$ cat config.mk
export PLATFORM = sky130hd
export DESIGN_NAME = gcs_top
export DESIGN_NICKNAME = d
export VERILOG_FILES = /design/src/common/gcs_pkg.sv /design/src/gcs_reset_sync.sv /design/src/gcs_ref_select.sv /design/src/gcs_top.sv
export SDC_FILE = /design/constraint.sdc
export NUM_CORES = 1
export LEC_CHECK = 0
export BUFFER_PORTS_ARGS = -buffer_cell sky130_fd_sc_hd__buf_2
export CAP_MARGIN = 10
export CORE_ASPECT_RATIO = 0.7
export CORE_MARGIN = 8
export CORE_UTILIZATION = 40
export CTS_CLUSTER_DIAMETER = 50
export DETAILED_ROUTE_END_ITERATION = 12
export PLACE_DENSITY_LB_ADDON = 0.25
export SLEW_MARGIN = 20
export SYNTH_ARGS = -nofsm -noshare
export SYNTH_HDL_FRONTEND = slang
export SYNTH_HIERARCHICAL = 1
export SYNTH_SLANG_ARGS = --single-unit
$ cat constraint.sdc
create_clock -name sys_clk_in -period 1.47 [get_ports sys_clk_in]
set_clock_uncertainty 0.1 [all_clocks]
set_input_delay 0.2205 -clock sys_clk_in [delete_from_list [all_inputs] [get_ports sys_clk_in]]
set_output_delay 0.2205 -clock sys_clk_in [all_outputs]
set_load 0.1 [all_outputs]
$ cat src/common/gcs_pkg.sv
`default_nettype none
package gcs_pkg;
  // ************************************
  // Register map
  // ************************************
  localparam logic [7:0] CTRL_OFS = 8'h00;
  localparam logic [7:0] INTPIN_OFS = 8'h04;
  localparam logic [7:0] STAT_OFS = 8'h08;
  localparam logic [7:0] STRAP_OFS = 8'h0C;
  localparam int RST_SYNC_STAGES = 2;
  // ************************************
  // Rate families, base clock in kHz
  // ************************************
  localparam logic [11:0] SDH_BASE_KHZ = 12'h800;
  localparam logic [11:0] SONET_BASE_KHZ = 12'h608;
  // ************************************
  // Field layouts
  // ************************************
  typedef struct packed {
    logic pin4_output_value;
    logic pin4_direction;
    logic lock_indicator_enable;
    logic reference_fail_pin_enable;
    logic digital_freq_select_two;
    logic digital_freq_select_one;
    logic rate_family;
    logic external_switch_mode;
  } ctrl_s;
  localparam ctrl_s CTRL_RST = 8'h00;
  typedef struct packed {
    logic gp_value;
    logic gp_mode;
    logic open_drain;
    logic active_high;
    logic loss_mode;
  } int_cfg_s;
  localparam int_cfg_s INT_CFG_RST = 5'h00;
  typedef struct packed {
    logic [1:0] ref_index;
    logic selected_active;
    logic pll_locked;
    logic reference_fail;
    logic pin4_level;
  } stat_s;
  localparam stat_s STAT_RST = 6'h00;
  typedef struct packed {
    logic rate;
    logic src;
  } strap_s;
  localparam strap_s STRAP_RST = 2'h0;
endpackage : gcs_pkg
`default_nettype wire

$ cat src/gcs_reset_sync.sv
`default_nettype none
module gcs_reset_sync (
  input wire logic clk_in,
  input wire logic rst_b_in,
  output logic rst_b_out
);
  logic [gcs_pkg::RST_SYNC_STAGES-1:0] stage_r;

  // Async assert, clocked release
  always_ff @(posedge clk_in or negedge rst_b_in) begin
    if (!rst_b_in) begin
      stage_r <= '0;
    end else begin
      stage_r <= {stage_r[gcs_pkg::RST_SYNC_STAGES-2:0], 1'b1};
    end
  end

  assign rst_b_out = stage_r[gcs_pkg::RST_SYNC_STAGES-1];
endmodule : gcs_reset_sync
`default_nettype wire

$ cat src/gcs_ref_select.sv
`default_nettype none
module gcs_ref_select (
  input wire logic ext_mode_in,
  input wire logic switch_in,
  input wire logic pair_sel_in,
  input wire logic [1:0] auto_index_in,
  input wire logic [3:0] active_in,
  input wire logic [3:0] freq_ok_in,
  output logic [1:0] index_out,
  output logic active_out,
  output logic healthy_out
);
  // Index 0..3 = inputs three, four, five, six
  always_comb begin
    if (ext_mode_in) begin
      index_out = {pair_sel_in, switch_in};
    end else begin
      index_out = auto_index_in;
    end
    active_out = active_in[index_out];
    healthy_out = active_in[index_out] & freq_ok_in[index_out];
  end
endmodule : gcs_ref_select
`default_nettype wire

$ cat src/gcs_top.sv
// Our own choices: the APB register port and the placing of the registers.
`default_nettype none
// How it works
// - Low reset asynchronously clears all logic except base frequency, which loads SDH
// - Switch input latched into external mode
// - External mode picks three/four or five/six
// - Strap sets rate and both frequency bits
// - Strap zero SDH, one SONET
// - Strap pin becomes general I/O afterwards
// - Fail pin follows status or floats
// - Lock pin shows lock or drives low
// - Loss bit picks interrupt or loss
// - Interrupt polarity, drive type, general output
// - Loss mode shows selected activity live
// - Fail status follows selected input monitors
// - Output five defaults from strap rate
module gcs_top (
  input wire logic sys_clk_in,
  input wire logic rst_b_in,
  input wire logic [7:0] paddr_in,
  input wire logic psel_in,
  input wire logic penable_in,
  input wire logic pwrite_in,
  input wire logic [31:0] pwdata_in,
  output logic [31:0] prdata_out,
  output logic pready_out,
  output logic pslverr_out,
  input wire logic fast_source_switch_in,
  input wire logic general_io_four_in,
  output logic general_io_four_out,
  output logic general_io_four_oe_out,
  input wire logic [3:0] ref_active_in,
  input wire logic [3:0] ref_freq_ok_in,
  input wire logic [1:0] auto_ref_index_in,
  input wire logic pair_sel_in,
  input wire logic pll_locked_in,
  input wire logic irq_event_in,
  output logic reference_fail_out,
  output logic reference_fail_oe_out,
  output logic lock_out,
  output logic interrupt_request_out,
  output logic interrupt_request_oe_out,
  output logic [1:0] selected_ref_out,
  output logic rate_family_out,
  output logic [11:0] base_freq_khz_out,
  output logic clk5_sonet_out
);
  logic rst_sync_b;
  logic strap_done_r;
  gcs_pkg::strap_s strap_r;
  gcs_pkg::ctrl_s ctrl_r;
  gcs_pkg::int_cfg_s int_cfg_r;
  gcs_pkg::stat_s stat_r;
  logic ref_fail_r;
  logic [1:0] sel_index;
  logic sel_active;
  logic sel_healthy;
  logic setup;
  logic wr_en;
  logic map_hit;
  logic [31:0] rd_nxt;
  logic int_req;
  logic int_level;

  // ************************************
  // Reset release
  // ************************************
  gcs_reset_sync u_rst (
    .clk_in(sys_clk_in),
    .rst_b_in(rst_b_in),
    .rst_b_out(rst_sync_b)
  );

  // ************************************
  // Strap capture at release
  // ************************************
  always_ff @(posedge sys_clk_in or negedge rst_sync_b) begin
    if (!rst_sync_b) begin
      strap_done_r <= 1'b0;
      strap_r <= gcs_pkg::STRAP_RST;
    end else if (!strap_done_r) begin
      strap_done_r <= 1'b1;
      strap_r <= {general_io_four_in, fast_source_switch_in};
    end
  end

  // ************************************
  // APB slave
  // ************************************
  assign setup = psel_in && !penable_in;
  assign wr_en = psel_in && penable_in && pready_out && pwrite_in && !pslverr_out;

  function automatic logic is_mapped(input logic [7:0] a);
    is_mapped = (a == gcs_pkg::CTRL_OFS) || (a == gcs_pkg::INTPIN_OFS) ||
                (a == gcs_pkg::STAT_OFS) || (a == gcs_pkg::STRAP_OFS);
  endfunction : is_mapped

  assign map_hit = is_mapped(paddr_in);

  always_comb begin
    rd_nxt = 32'h0000_0000;
    unique case (paddr_in)
      gcs_pkg::CTRL_OFS: rd_nxt[7:0] = ctrl_r;
      gcs_pkg::INTPIN_OFS: rd_nxt[4:0] = int_cfg_r;
      gcs_pkg::STAT_OFS: rd_nxt[5:0] = stat_r;
      gcs_pkg::STRAP_OFS: rd_nxt[1:0] = strap_r;
      default: rd_nxt = 32'h0000_0000;
    endcase
  end

  always_ff @(posedge sys_clk_in or negedge rst_sync_b) begin
    if (!rst_sync_b) begin
      pready_out <= 1'b0;
      pslverr_out <= 1'b0;
      prdata_out <= 32'h0000_0000;
    end else begin
      pready_out <= setup;
      pslverr_out <= setup && !map_hit;
      if (setup) begin
        prdata_out <= pwrite_in ? 32'h0000_0000 : rd_nxt;
      end
    end
  end

  // ************************************
  // Control registers
  // ************************************
  always_ff @(posedge sys_clk_in or negedge rst_sync_b) begin
    if (!rst_sync_b) begin
      ctrl_r <= gcs_pkg::CTRL_RST;
    end else if (!strap_done_r) begin
      ctrl_r.external_switch_mode <= fast_source_switch_in;
      ctrl_r.rate_family <= general_io_four_in;
      ctrl_r.digital_freq_select_one <= general_io_four_in;
      ctrl_r.digital_freq_select_two <= general_io_four_in;
    end else if (wr_en && paddr_in == gcs_pkg::CTRL_OFS) begin
      ctrl_r <= pwdata_in[7:0];
    end
  end

  always_ff @(posedge sys_clk_in or negedge rst_sync_b) begin
    if (!rst_sync_b) begin
      int_cfg_r <= gcs_pkg::INT_CFG_RST;
    end else if (wr_en && paddr_in == gcs_pkg::INTPIN_OFS) begin
      int_cfg_r <= pwdata_in[4:0];
    end
  end

  // ************************************
  // Reference selection and status
  // ************************************
  gcs_ref_select u_sel (
    .ext_mode_in(ctrl_r.external_switch_mode && strap_done_r),
    .switch_in(fast_source_switch_in),
    .pair_sel_in(pair_sel_in),
    .auto_index_in(auto_ref_index_in),
    .active_in(ref_active_in),
    .freq_ok_in(ref_freq_ok_in),
    .index_out(sel_index),
    .active_out(sel_active),
    .healthy_out(sel_healthy)
  );

  always_ff @(posedge sys_clk_in or negedge rst_sync_b) begin
    if (!rst_sync_b) begin
      ref_fail_r <= 1'b0;
      selected_ref_out <= 2'h0;
    end else begin
      ref_fail_r <= !sel_healthy;
      selected_ref_out <= sel_index;
    end
  end

  always_ff @(posedge sys_clk_in or negedge rst_sync_b) begin
    if (!rst_sync_b) begin
      stat_r <= gcs_pkg::STAT_RST;
    end else begin
      stat_r <= {sel_index, sel_active, pll_locked_in, ref_fail_r, general_io_four_in};
    end
  end

  // ************************************
  // Rate family outputs
  // ************************************
  always_ff @(posedge sys_clk_in or negedge rst_sync_b) begin
    if (!rst_sync_b) begin
      rate_family_out <= 1'b0;
      base_freq_khz_out <= gcs_pkg::SDH_BASE_KHZ;
      clk5_sonet_out <= 1'b0;
    end else begin
      rate_family_out <= ctrl_r.rate_family;
      base_freq_khz_out <= ctrl_r.rate_family ? gcs_pkg::SONET_BASE_KHZ : gcs_pkg::SDH_BASE_KHZ;
      clk5_sonet_out <= ctrl_r.digital_freq_select_two;
    end
  end

  // ************************************
  // Pin drivers
  // ************************************
  always_ff @(posedge sys_clk_in or negedge rst_sync_b) begin
    if (!rst_sync_b) begin
      general_io_four_out <= 1'b0;
      general_io_four_oe_out <= 1'b0;
    end else begin
      general_io_four_out <= ctrl_r.pin4_output_value;
      general_io_four_oe_out <= strap_done_r && ctrl_r.pin4_direction;
    end
  end

  always_ff @(posedge sys_clk_in or negedge rst_sync_b) begin
    if (!rst_sync_b) begin
      reference_fail_out <= 1'b0;
      reference_fail_oe_out <= 1'b0;
      lock_out <= 1'b0;
    end else begin
      reference_fail_out <= ref_fail_r;
      reference_fail_oe_out <= ctrl_r.reference_fail_pin_enable;
      lock_out <= ctrl_r.lock_indicator_enable && pll_locked_in;
    end
  end

  assign int_req = int_cfg_r.gp_mode ? int_cfg_r.gp_value : irq_event_in;
  assign int_level = int_cfg_r.active_high ? int_req : !int_req;

  // Outside loss mode, open drain only pulls low
  always_ff @(posedge sys_clk_in or negedge rst_sync_b) begin
    if (!rst_sync_b) begin
      interrupt_request_out <= 1'b0;
      interrupt_request_oe_out <= 1'b0;
    end else if (int_cfg_r.loss_mode) begin
      interrupt_request_out <= !sel_active;
      interrupt_request_oe_out <= 1'b1;
    end else begin
      interrupt_request_out <= int_cfg_r.open_drain ? 1'b0 : int_level;
      interrupt_request_oe_out <= !int_cfg_r.open_drain || !int_level;
    end
  end
endmodule : gcs_top
`default_nettype wire

==> results.ini <==
[status]
outcome = complete, but fails checks
violations = negative setup slack

[sta]
rsz0062_at_grt = true
setup_tns_ps = -4434
fin_crit_ps = 1871
fin_ws_ps = -401.3
drv_slew = 0
max_freq_ghz = 0.5344
setup_viol = 17
timing.hold.ws_ps = 60.72
fin_crit_sh_pct = 127.3
finalHoldViolations = 0

[final_layout]
nets = 319
syn_to_final_growth_pct = 32.08
fin_cells = 332
utilization_pct = 54.35
design_area_sq_um = 2813
drive_gt1_share_pct = 47.31
num_antenna_cells = 0

[setup_path]
start_kind = register
r2r-end = ctrl_r[6]$_DFFE_PN0P_
crit_start = pslverr_out$_DFF_PN0_
crit_end = ctrl_r[6]$_DFFE_PN0P_
worstSetupPathType = register to register
r2r_start = pslverr_out$_DFF_PN0_
rr_worst_depth = 5
r2r_setup_slack_ps = -400
cp_max_fo = 4
worstPathArrival_ps = 1950
worstPathRequired_ps = 1550
end_kind = register

[floorplan]
die_area_sq_um = 7952
die_w_um = 103.2
start_util_pct = 41.15
fp-row-count = 22
coreArea_sq_um = 5175
io_pins = 117
fp.dieH_um = 77.05

[logic_synthesis]
yosysMostFrequentCell = dfrtp_1
postSynthAreaPerCell_sq_um = 12.17
synthFlopType = dfrtp_1
yosysWarnings = 6
synthTopCellsByCount = dfrtp_1 (43), buf_4 (37), mux2i_1 (12), inv_1 (9), nand2_1 (9)
seq_area_frac_synth_pct = 51.76
synth.cell_area_sq_um = 2130
yosys-top-cells-area = dfrtp_1 (51%), buf_4 (13%), mux2i_1 (5.6%)
synth_cell_types = 32
ys_ff_latch = 44
synth_cells = 175
synth_edf_count = 0
synth_top_area_cell = dfrtp_1
netlist.area_leader.share_pct = 50.53
ys_async_sr_fraction_pct = 100.0

[cts]
clk-insertion-delay-late_ps = 290
cts.sink_count = 44
cts_tree = yes
clkSlewWorstSetupHoldPaths_ps = 80
cts-root-buf = clkbuf_8
clock_path_buffers = 2
cts_buffers = 5
cts.htree.levels = 2

[route]
avgRoutedWirePerCell_um = 14.56
wirelength_mm = 4.833
drt-pass1-iter-count = 4
viasPerCell = 4.449
num_vias = 1477
ant_nets = 0
route.detailed.drc = 0
first_iter_violations = 42

[power_and_ir_drop]
vdd_drop_max_v = 0.0006918
power_density_nw_per_um2 = 1093
p_leak_nw = 1.487
finalPower_mw = 3.075

[placement]
dpl_cell_area_sq_um = 2544
finalWeightedCongestion = 0.7651
dp_cells = 315
portBuffers = 60
hpwl_mm = 3.869
dp_slack_ps = -471.0

[worst_hold_path]
hp-start = pwdata_in[5]
hold_path.class = primary input to register

[global_routing]
grt_max_degree = 43
grt_pass1_vias = 1570
antenna_found_initial = 0
overflow = 0
grt.total_usage_pct = 12.78
grt_pass1_wl_mm = 7.928

[job]
drv_cap = 0

## per-layer routing
layer,wire length (um),global-route usage (%)
met5,0,0
met4,19,2.590
met3,392,4.418
met2,2216,19.47
met1,2205,17.02
## report_power, final
part,switching (mW),leakage [nW],internal (mW)
Clock,0.379,0.0524,0.508
Sequential,0.0277,0.550,1.26
Combinational,0.714,0.884,0.183
## final cells by class
cell class | instances | area (sq um)
Fill cell | 488 | 2362
Sequential cell | 44 | 1114
Multi-Input combinational cell | 112 | 870.8
Timing Repair Buffer | 87 | 598.1
Tap cell | 72 | 90.09
Clock buffer | 7 | 76.32
Inverter | 9 | 33.78
Clock inverter | 1 | 30.03
## what timing repair did
action / in CTS / in global routing
hold buffers: 3 / 0
pin swaps: 5 / 5
endpoints found under the setup margin: 17 / 23
setup buffers: 3 / 3
resized for setup: 14 / 6
hold endpoints to repair: 4 / 0
## how the worst min path moves through the flow
stage | cells after the start | endpoint | slack, ps
after floorplan | 0 | u_rst/stage_r[0]$_DFF_PN0_ | -180
after global placement | 1 | u_rst/stage_r[0]$_DFF_PN0_ | -90
after detailed placement | 1 | u_rst/stage_r[0]$_DFF_PN0_ | -90
after CTS | 2 | ctrl_r[5]$_DFFE_PN0P_ | 50
after global routing | 2 | ctrl_r[5]$_DFFE_PN0P_ | 50
final | 2 | ctrl_r[5]$_DFFE_PN0P_ | 60
## placed cells by master, fill, tap and decap left out, types with 2 or more instances in the layout
cell           synthesis  routed
a21oi_1                2       2
a22o_1                 6       6
a311oi_1               3       2
a32o_1                 2       2
and2_1                 3       2
buf_12                 0       4
buf_2                  0      57
buf_4                 37      15
buf_6                  2       8
clkbuf_1               2       2
clkbuf_8               0       5
conb_1                 3      34
dfrtp_1               43      38
dfrtp_2                0       3
dfrtp_4                0       2
dlygate4sd3_1          0       3
inv_1                  9       8
mux2_2                 6       4
mux2_4                 4       6
mux2i_1               12      11
mux4_2                 2       2
nand2_1                9       9
nand2b_1               3       3
nand3_1                4       3
nor2_1                 5       4
nor3b_1                4       2
nor4_4                 1       2
o21ai_0                3       3
## critical path, stage by stage (launching register included)
cell and delay [ps]:
dfrtp_4 470, or4b_4 500, nor4_4 130, buf_4 190, nand2_4 80, mux2_4 300
## sequential cells by signal, indices dropped and copies added, names as in the netlist, 2 cells and up
| name | cells |
|---|---|
| u_rst/stage_r | 2 |
| ctrl_r | 8 |
| int_cfg_r | 5 |
| stat_r | 5 |
| base_freq_khz_out | 2 |
| prdata_out | 8 |
| strap_r | 2 |
## logic make-up after synthesis
family	after synthesis	synth area share, %
buf+inv	50	16.04
xor+xnor	1	0.4114
mux	25	14.81
flops	44	51.76
other cells	3	0.5288
simple gates	36	10.64
compound gates	16	5.817
Power figures use the tool's default switching activity.
